File: src/umc_params.svh
// constants of the serial port mode-control block: offsets, fields, resets, counts
`ifndef UMC_PARAMS_SVH
`define UMC_PARAMS_SVH

// register byte offsets on the bus
`define UMC_OFS_MODE 8'h00
`define UMC_OFS_STAT 8'h04
`define UMC_OFS_MASK 8'h08
`define UMC_OFS_MEAS 8'h0C

// mode register fields
`define UMC_MODE_W 16
`define UMC_MODE_RST 16'h0000
`define UMC_MODE_WMASK 16'hBBFF
`define UMC_BIT_EN 15
`define UMC_BIT_INFRARED_CODEC_ENABLE 12
`define UMC_BIT_UEN_HI 9
`define UMC_BIT_UEN_LO 8
`define UMC_BIT_WAKE 7
`define UMC_BIT_LOOP 6
`define UMC_BIT_AUTO_BAUD_ENABLE 5
`define UMC_BIT_HIGH_SPEED_BAUD_SELECT 3

// pin usage codes
`define UMC_UEN_TXRX 2'h0
`define UMC_UEN_RTS 2'h1
`define UMC_UEN_FLOW 2'h2
`define UMC_UEN_BCLK 2'h3

// pin indices of the four port pins; the last is shared by request-to-send and baud clock
`define UMC_PIN_N 4
`define UMC_PIN_TX 0
`define UMC_PIN_RX 1
`define UMC_PIN_CTS 2
`define UMC_PIN_RTS 3

// event status and mask bits
`define UMC_STAT_W 2
`define UMC_STAT_RST 2'h0
`define UMC_EV_WAKE 0
`define UMC_EV_AUTO_BAUD_ENABLE 1

// infrared codec, counted in ticks of the 16x baud clock
`define UMC_IR_PULSE_TICKS 4'h3
`define UMC_IR_BIT_TICKS 5'h10

// baud measurement: four falling edges after the start edge span eight bits of a 55h field
`define UMC_MEAS_W 16
`define UMC_MEAS_RST 16'h0000
`define UMC_AB_FALLS 3'h4
`define UMC_AB_SHIFT 3

`endif

File: src/umc_pkg.sv
// types of the serial port mode-control block
`include "umc_params.svh"

package umc_pkg;

	typedef enum logic [1:0]
	{
		UMC_AB_IDLE = 2'h0,
		UMC_AB_ARM = 2'h1,
		UMC_AB_MEAS = 2'h3
	} umc_ab_state_t;

	typedef struct packed
	{
		logic [`UMC_MODE_W-1:0] mode;
		logic [`UMC_STAT_W-1:0] stat;
		logic [`UMC_STAT_W-1:0] mask;
		logic [`UMC_MEAS_W-1:0] meas;
		logic [`UMC_MEAS_W-1:0] cnt;
		logic [2:0] falls;
		logic prev_rx;
		logic prev_pin;
		logic wake_seen;
		umc_ab_state_t ab;
		logic ack;
		logic [31:0] dat;
	} umc_state_t;

	typedef struct packed
	{
		logic [3:0] enc_phase;
		logic prev_tx;
		logic [4:0] dec_cnt;
	} umc_mux_state_t;

endpackage

File: src/umc_pin_mux.sv
// pin ownership, infrared codec and loopback routing of the serial port
`timescale 1ns/100ps
`include "umc_params.svh"

module umc_pin_mux
	import umc_pkg::*;
(
	input wire logic clk_in, // core clock
	input wire logic arst_n_in, // async reset, active low
	input wire logic en_in, // port enable
	input wire logic [1:0] uen_in, // pin usage select
	input wire logic infrared_codec_enable_in, // infrared codec enable
	input wire logic high_speed_baud_select_in, // high speed baud select
	input wire logic loop_in, // loopback select
	input wire logic tick16_in, // 16x baud tick
	input wire logic core_tx_in, // transmitter serial data
	input wire logic core_rts_in, // request-to-send from flow control
	input wire logic bclk_in, // baud clock output level
	input wire logic [`UMC_PIN_N-1:0] pin_in, // pad input levels
	input wire logic [`UMC_PIN_N-1:0] latch_out_in, // port latch output levels
	input wire logic [`UMC_PIN_N-1:0] latch_oe_in, // port latch output enables
	output logic [`UMC_PIN_N-1:0] pin_out_out, // pad output levels
	output logic [`UMC_PIN_N-1:0] pin_oe_out, // pad output enables
	output logic rx_to_core_out, // receive data toward the receiver
	output logic cts_to_core_out // clear-to-send toward the transmitter
);

	umc_mux_state_t st;
	umc_mux_state_t next_st;
	logic ir_on;
	logic ir_tx;
	logic tx_line;
	logic rx_line;

	////////////////////////////////////////////////////////////////////////////
	// codec runs only in 16x mode; elsewhere it is held at zero to save power
	assign ir_on = en_in && infrared_codec_enable_in && !high_speed_baud_select_in;

	// encoder phase restarts on each falling data edge; decoder stretches a pulse to one bit
	always_comb
	begin
		next_st = st;
		next_st.prev_tx = core_tx_in;
		if (st.prev_tx && !core_tx_in)
			next_st.enc_phase = '0;
		else if (tick16_in)
			next_st.enc_phase = st.enc_phase + 4'h1;
		if (pin_in[`UMC_PIN_RX])
			next_st.dec_cnt = `UMC_IR_BIT_TICKS;
		else if (tick16_in && st.dec_cnt != 5'h00)
			next_st.dec_cnt = st.dec_cnt - 5'h01;
		if (!ir_on)
			next_st = '0;
	end

	always_ff @(posedge clk_in or negedge arst_n_in)
	begin
		if (!arst_n_in)
			st <= '0;
		else
			st <= next_st;
	end

	////////////////////////////////////////////////////////////////////////////
	// a zero bit becomes a short high pulse; the idle infrared line is low
	assign ir_tx = !core_tx_in && (st.enc_phase < `UMC_IR_PULSE_TICKS);
	assign tx_line = ir_on ? ir_tx : core_tx_in;
	assign rx_line = ir_on ? (st.dec_cnt == 5'h00) : pin_in[`UMC_PIN_RX];
	assign rx_to_core_out = !en_in ? 1'b1 : (loop_in ? core_tx_in : rx_line);
	assign cts_to_core_out = en_in && uen_in == `UMC_UEN_FLOW && pin_in[`UMC_PIN_CTS];

	// pins not claimed by the chosen usage stay with the port latches
	always_comb
	begin
		pin_out_out = latch_out_in;
		pin_oe_out = latch_oe_in;
		if (en_in)
		begin
			pin_out_out[`UMC_PIN_TX] = tx_line;
			pin_oe_out[`UMC_PIN_TX] = 1'b1;
			pin_out_out[`UMC_PIN_RX] = 1'b0;
			pin_oe_out[`UMC_PIN_RX] = 1'b0;
			unique case (uen_in)
				`UMC_UEN_TXRX:
				begin
				end
				`UMC_UEN_RTS:
				begin
					pin_out_out[`UMC_PIN_RTS] = core_rts_in;
					pin_oe_out[`UMC_PIN_RTS] = 1'b1;
				end
				`UMC_UEN_FLOW:
				begin
					pin_out_out[`UMC_PIN_CTS] = 1'b0;
					pin_oe_out[`UMC_PIN_CTS] = 1'b0;
					pin_out_out[`UMC_PIN_RTS] = core_rts_in;
					pin_oe_out[`UMC_PIN_RTS] = 1'b1;
				end
				`UMC_UEN_BCLK:
				begin
					pin_out_out[`UMC_PIN_RTS] = bclk_in;
					pin_oe_out[`UMC_PIN_RTS] = 1'b1;
				end
			endcase
		end
	end
endmodule // umc_pin_mux

File: src/umc_mode_ctrl.sv
// serial port mode control: wishbone registers, pin usage, wake on start, baud measurement
// Overview of operation
// - enabled port owns pins per usage select; disabled, latches own pins, logic idles
// - usage 00 tx/rx, 01 adds rts, 10 adds cts and rts, 11 adds baud clock
// - infrared codec works only in 16x mode, high speed baud select clear
// - wake in sleep: sample rx, interrupt on fall, self-clear on next rise
// - loopback select routes own transmit data to receiver; clear means no loopback
`timescale 1ns/100ps
`include "umc_params.svh"

module umc_mode_ctrl
	import umc_pkg::*;
(
	input wire logic clk_in, // 250 MHz core clock
	input wire logic arst_n_in, // async reset, active low
	input wire logic wb_cyc_in, // wishbone cycle
	input wire logic wb_stb_in, // wishbone strobe
	input wire logic wb_we_in, // wishbone write
	input wire logic [7:0] wb_adr_in, // wishbone byte address
	input wire logic [3:0] wb_sel_in, // wishbone byte selects
	input wire logic [31:0] wb_dat_in, // wishbone write data
	output logic [31:0] wb_dat_out, // wishbone read data
	output logic wb_ack_out, // wishbone acknowledge
	output logic irq_out, // level interrupt
	input wire logic sleep_in, // device is in sleep
	input wire logic tick16_in, // 16x baud tick
	input wire logic core_tx_in, // transmitter serial data
	input wire logic core_rts_in, // request-to-send from flow control
	input wire logic bclk_in, // baud clock output level
	output logic core_rx_out, // receive data toward the receiver
	output logic core_cts_out, // clear-to-send toward the transmitter
	output logic [`UMC_MODE_W-1:0] mode_out, // mode register for the datapath
	output logic [`UMC_MEAS_W-1:0] baud_meas_out, // measured bit period in cycles
	input wire logic [`UMC_PIN_N-1:0] pin_in, // pad input levels
	input wire logic [`UMC_PIN_N-1:0] latch_out_in, // port latch output levels
	input wire logic [`UMC_PIN_N-1:0] latch_oe_in, // port latch output enables
	output logic [`UMC_PIN_N-1:0] pin_out_out, // pad output levels
	output logic [`UMC_PIN_N-1:0] pin_oe_out // pad output enables
);

	umc_state_t st;
	umc_state_t next_st;
	logic en;
	logic req;
	logic wr;
	logic rx_core;
	logic rx_pin;
	logic wake_fall;
	logic wake_rise;
	logic ab_fall;
	logic [`UMC_MEAS_W-1:0] cnt_inc;

	////////////////////////////////////////////////////////////////////////////
	// pin routing and codec
	assign en = st.mode[`UMC_BIT_EN];

	umc_pin_mux u_mux
	(
		.clk_in(clk_in),
		.arst_n_in(arst_n_in),
		.en_in(en),
		.uen_in(st.mode[`UMC_BIT_UEN_HI:`UMC_BIT_UEN_LO]),
		.infrared_codec_enable_in(st.mode[`UMC_BIT_INFRARED_CODEC_ENABLE]),
		.high_speed_baud_select_in(st.mode[`UMC_BIT_HIGH_SPEED_BAUD_SELECT]),
		.loop_in(st.mode[`UMC_BIT_LOOP]),
		.tick16_in(tick16_in),
		.core_tx_in(core_tx_in),
		.core_rts_in(core_rts_in),
		.bclk_in(bclk_in),
		.pin_in(pin_in),
		.latch_out_in(latch_out_in),
		.latch_oe_in(latch_oe_in),
		.pin_out_out(pin_out_out),
		.pin_oe_out(pin_oe_out),
		.rx_to_core_out(rx_core),
		.cts_to_core_out(core_cts_out)
	);

	////////////////////////////////////////////////////////////////////////////
	// edge detection; wake looks at the raw pad, measurement at what the receiver sees
	assign rx_pin = pin_in[`UMC_PIN_RX];
	assign req = wb_cyc_in && wb_stb_in;
	assign wr = req && wb_we_in && st.ack;
	assign wake_fall = en && sleep_in && st.mode[`UMC_BIT_WAKE] && st.prev_pin && !rx_pin;
	assign wake_rise = en && sleep_in && st.mode[`UMC_BIT_WAKE] && st.wake_seen && !st.prev_pin && rx_pin;
	assign ab_fall = st.prev_rx && !rx_core;
	assign cnt_inc = st.cnt + `UMC_MEAS_W'(1);

	// one process computes every next value; bus writes to mode override hardware clears
	always_comb
	begin
		next_st = st;
		next_st.prev_rx = rx_core;
		next_st.prev_pin = rx_pin;

		// wake on start bit: flag on the fall, drop the enable on the following rise
		if (wake_fall)
		begin
			next_st.stat[`UMC_EV_WAKE] = 1'b1;
			next_st.wake_seen = 1'b1;
		end
		if (wake_rise)
		begin
			next_st.mode[`UMC_BIT_WAKE] = 1'b0;
			next_st.wake_seen = 1'b0;
		end
		if (!st.mode[`UMC_BIT_WAKE])
			next_st.wake_seen = 1'b0;

		// baud measurement; counter saturates rather than wrap on a line that never toggles
		unique case (st.ab)
			UMC_AB_IDLE:
			begin
				if (en && st.mode[`UMC_BIT_AUTO_BAUD_ENABLE])
					next_st.ab = UMC_AB_ARM;
			end
			UMC_AB_ARM:
			begin
				if (ab_fall)
				begin
					next_st.ab = UMC_AB_MEAS;
					next_st.cnt = '0;
					next_st.falls = '0;
				end
			end
			UMC_AB_MEAS:
			begin
				if (cnt_inc != '0)
					next_st.cnt = cnt_inc;
				if (ab_fall)
				begin
					next_st.falls = st.falls + 3'h1;
					if (st.falls + 3'h1 == `UMC_AB_FALLS)
					begin
						next_st.meas = cnt_inc >> `UMC_AB_SHIFT;
						next_st.mode[`UMC_BIT_AUTO_BAUD_ENABLE] = 1'b0;
						next_st.stat[`UMC_EV_AUTO_BAUD_ENABLE] = 1'b1;
						next_st.ab = UMC_AB_IDLE;
					end
				end
			end
			default:
				next_st.ab = UMC_AB_IDLE;
		endcase
		if (!en || !st.mode[`UMC_BIT_AUTO_BAUD_ENABLE])
		begin
			next_st.ab = UMC_AB_IDLE;
			next_st.cnt = '0;
			next_st.falls = '0;
		end

		// bus slave: ack one cycle after the request, writes land on the ack edge
		next_st.ack = req && !st.ack;
		next_st.dat = '0;
		if (req && !st.ack && !wb_we_in)
		begin
			unique case (wb_adr_in)
				`UMC_OFS_MODE: next_st.dat = 32'(st.mode);
				`UMC_OFS_STAT: next_st.dat = 32'(st.stat);
				`UMC_OFS_MASK: next_st.dat = 32'(st.mask);
				`UMC_OFS_MEAS: next_st.dat = 32'(st.meas);
				default: next_st.dat = '0;
			endcase
		end
		if (wr)
		begin
			unique case (wb_adr_in)
				`UMC_OFS_MODE:
				begin
					if (wb_sel_in[0])
						next_st.mode[7:0] = wb_dat_in[7:0];
					if (wb_sel_in[1])
						next_st.mode[15:8] = wb_dat_in[15:8] & 8'(`UMC_MODE_WMASK >> 8);
				end
				`UMC_OFS_STAT:
				begin
					// the clear reaches only bits already set, so a hardware set of a clear bit in the same cycle wins
					if (wb_sel_in[0])
						next_st.stat = next_st.stat & ~(st.stat & wb_dat_in[`UMC_STAT_W-1:0]);
				end
				`UMC_OFS_MASK:
				begin
					if (wb_sel_in[0])
						next_st.mask = wb_dat_in[`UMC_STAT_W-1:0];
				end
				default:
				begin
				end
			endcase
		end
	end

	always_ff @(posedge clk_in or negedge arst_n_in)
	begin
		if (!arst_n_in)
		begin
			st <= '0;
			st.mode <= `UMC_MODE_RST;
			st.stat <= `UMC_STAT_RST;
			st.mask <= `UMC_STAT_RST;
			st.meas <= `UMC_MEAS_RST;
			st.prev_rx <= 1'b1;
			st.prev_pin <= 1'b1;
			st.ab <= UMC_AB_IDLE;
		end
		else
			st <= next_st;
	end

	////////////////////////////////////////////////////////////////////////////
	// outputs
	assign wb_ack_out = st.ack;
	assign wb_dat_out = st.dat;
	assign irq_out = |(st.stat & st.mask);
	assign mode_out = st.mode;
	assign baud_meas_out = st.meas;
	assign core_rx_out = rx_core;
endmodule // umc_mode_ctrl

File: config.mk
export PLATFORM = sky130hd
export DESIGN_NAME = umc_mode_ctrl
export DESIGN_NICKNAME = d
export VERILOG_FILES = /design/src/umc_pkg.sv /design/src/umc_pin_mux.sv /design/src/umc_mode_ctrl.sv
export VERILOG_INCLUDE_DIRS = /design/src
export SDC_FILE = /design/constraint.sdc
export NUM_CORES = 1
export LEC_CHECK = 0
export ABC_AREA = 1
export BUFFER_PORTS_ARGS = -buffer_cell sky130_fd_sc_hd__buf_2
export CORE_UTILIZATION = 30
export DETAILED_ROUTE_END_ITERATION = 8
export GPL_TIMING_DRIVEN = 0
export REMOVE_ABC_BUFFERS = 1
export SLEW_MARGIN = 40
export SYNTH_ARGS = -nofsm -noshare
export SYNTH_HDL_FRONTEND = slang
export SYNTH_HIERARCHICAL = 1
export SYNTH_SLANG_ARGS = --single-unit
File: constraint.sdc
create_clock -name clk_in -period 2.4 [get_ports clk_in]
set_input_delay 0.24 -clock clk_in [delete_from_list [all_inputs] [get_ports clk_in]]
set_output_delay 0.24 -clock clk_in [all_outputs]
set_load 0.005 [all_outputs]
==> summary.txt <==
Worst-Skew Late Latency - 0.33 ns
Worst-path clk slew - 0.06 ns
global-route usage over all layers - 13.76%
non-filler cells, final - 824
RePlAce Congestion - 0.8090
Antenna Violating Nets Remaining - 0
placed insts - 803
HP Class - in2reg
Synth cell types - 43
Logic pwr share - 4.0%
worst-case reg-to-reg path depth - 11
number of max-cap violations - 0
switching power - 0.0005967 W
final setup vio count - 0
# DRC - 0
first-pass GRT wire length - 16,990 µm
critical path type - reg2reg
H-tree levels - 3
Slew @ Worst Pin - 0.5345 ns
maximum vdd drop - 0.0002648 V
Int Power - 0.002235 W
Chip Width - 125.9 µm
die height - 125.9 µm
fin crit share - 91.64%
CP Data Required Time - 2.65 ns
I/O Pins - 142
drt total wl - 10,460 µm
largest net degree at the start of global routing - 51
mean post-synth cell area - 8.040 µm²
Synth Register Bits - 81
CTS max path bufs - 2
post-DR vias/cell - 4.427
initial antenna violation count - 0
EDFF count, synth - 0
IO Port Bufs - 97
worst endpoint data arrival time - 2.45 ns
area delta synth->final - 14.20%
crit path launch type - flop
Leak - 2.722 nW
Worst setup startpoint - mode_out[15]$_DFFE_PN0P_
final slew viol count - 0
core area - 14,750 µm²
Sw Share - 21.07%
skew final - 0.006278 ns
Initial Util - 31.22%
endpoint type of the worst setup path - flop
Hold WS - 0.07238 ns
Mapped Cells - 573
Seq pwr share - 48.4%
global route total overflow - 0
CTS root buffer - clkbuf_16
fraction of registers with async set/reset - 100.0%
final worst slack - 0.2006 ns
Hold Crit Depth - 1
pre-CTS setup slack - -0.6790 ns
synthesized cell area - 4607 µm²
CP max FO - 13
vias - 3,648
Yosys top cell by area - dfrtp_1
layout cells sized above 1 - 25.00%
number of placement rows - 44
die area - 15,860 µm²
clk sinks - 81
number of nets in the layout - 712
hold_sp - pin_in[1]
Crit Reg-Reg Startpoint - mode_out[15]$_DFFE_PN0P_
Fin. Hold Viols - 0
Ant. Diodes - 0
largest cells by area after synthesis - dfrtp_1 (43%), nand2_1 (12%), buf_4 (10%), inv_1 (4.6%), nor2_1 (4.4%)
CTS Buf Count - 9
WL/cell - 12.69 µm
Final min period - 2.199 ns
top cell type's share of synthesized area - 42.91%
dominant register cell in the synthesized netlist - dfrtp_1
CTS tree - built
clock share of power - 47.6%
DRT iter0 DRCs - 238
Synth Warn # - 6
Pwr per Cell Area - 538.2 nW/µm²
unrepaired setup endpoints after global routing - false
Pre-Repair DR Iteration Count - 4
Rel. slew slack - 64.04%
Fmax - 0.4547 GHz
detailed-placement wirelength estimate - 7877 µm
Seq/Total Area, Yosys - 44.05%
number of global-route vias before repair - 3,442
status - completed
==> cells by family (layout without fill, tap and decap cells) <==
kind of cell / after synthesis / in the layout / share of synthesized area, %
simple gates: 285 / 285 / 27.32
buf+inv: 130 / 176 / 16.21
flops: 81 / 81 / 44.05
compound gates: 51 / 51 / 6.274
mux: 11 / 11 / 2.662
fa+ha+maj: 9 / 9 / 2.444
xor+xnor: 5 / 5 / 0.9505
other cells: 1 / 22 / 0.08140
==> power groups by stage <==
stage / Sequential, W / Combinational, W / Clock (W)
finish: 0.00137 / 0.000113 / 0.00135
global route: 0.00137 / 0.000130 / 0.00143
CTS: 0.00137 / 0.000115 / 0.00138
detailed placement: 0.00140 / 0.000114 / 0
global placement: 0.00140 / 0.000106 / 0
floorplan: 0.00140 / 0.0000265 / 0
==> layout make-up <==
cell class	count	area, µm²
clock buffer	11	242.7
clock inverter	3	42.54
fill	1533	9493
inverter	57	217.7
multi-input combinational	383	1921
sequential	81	2033
tap	184	230.2
timing repair buffer	105	574.3
==> path summary, 6_finish.rpt <==
kind,end,slack [ns]
min in group asynchronous,u_mux/st[6]$_DFFE_PN0P_,0.35
hold reg to reg,wb_ack_out$_DFF_PN0_,0.47
max in group asynchronous,mode_out[15]$_DFFE_PN0P_,1.46
setup reg to reg,baud_meas_out[4]$_DFFE_PN0P_,0.20
setup / recovery,baud_meas_out[4]$_DFFE_PN0P_,0.20
hold / removal,st[36]$_DFF_PN1_,0.07
==> Yosys cell counts (all sizes together), types with 2 or more instances <==
| cell | n |
|---|---|
| nor2 | 64 |
| or2 | 5 |
| o21bai | 3 |
| xor2 | 4 |
| inv | 57 |
| nand4 | 6 |
| ha | 9 |
| nand2 | 161 |
| dfstp | 2 |
| a21oi | 14 |
| and2 | 2 |
| nand3 | 35 |
| buf | 66 |
| clkbuf | 7 |
| a31oi | 5 |
| mux2 | 10 |
| o22ai | 2 |
| o21ai | 21 |
| dfrtp | 79 |
| nor3 | 10 |
==> registers in the layout (all words and copies together) (netlist names) <==
signal,cells
wb_ack_out,1
u_mux/st,10
mode_out,14
st,28
baud_meas_out,13
wb_dat_out,15
==> per-stage QoR <==
step	total power, W	utilization [%]	setup TNS [ns]	instance area (µm²)
detailed placement	0.001509	33.26	-8.252	4907
floorplan	0.001422	-	-1.073	4153
global route	0.002925	35.66	0	5261
finish	0.002832	35.66	0	5261
global placement	0.001502	33.00	-15.10	4868
CTS	0.002864	35.49	0	5236
==> cells in the final DEF (no fill, tap or decap), types with 9 or more instances in the layout <==
cell and count:
clkbuf_16 9, nand2_1 151, o21ai_0 19, nor2_1 54
nand3_1 33, dfrtp_1 78, a21oi_1 14, nand2_2 9
ha_1 9, buf_2 96, conb_1 22, inv_1 55
mux2_2 10
==> repair_timing <==
item                                   CTS  global route
hold buffers                             1             0
setup buffers                            3             3
gates resized for setup                  3             1
setup endpoints to repair               15             8
pin swaps                                1             1
endpoints found under the hold margin   29             0
==> routing by layer <==
metal  GRT usage, %  wire [µm]
met5              0          0
met4          4.607        170
met3          3.611        597
met2          22.65       4815
met1          17.51       4877
==> critical path: stages (launching register included) <==
cell and delay (ns):
dfrtp_4 0.54, nand3_4 0.19, inv_1 0.16, nand2_1 0.06
nand2_1 0.06, nand3_1 0.14, inv_1 0.09, nand2_1 0.12
nor3_4 0.28, clkinvlp_4 0.13, buf_4 0.18, o21ai_0 0.17
Power figures use the tool's default switching activity.
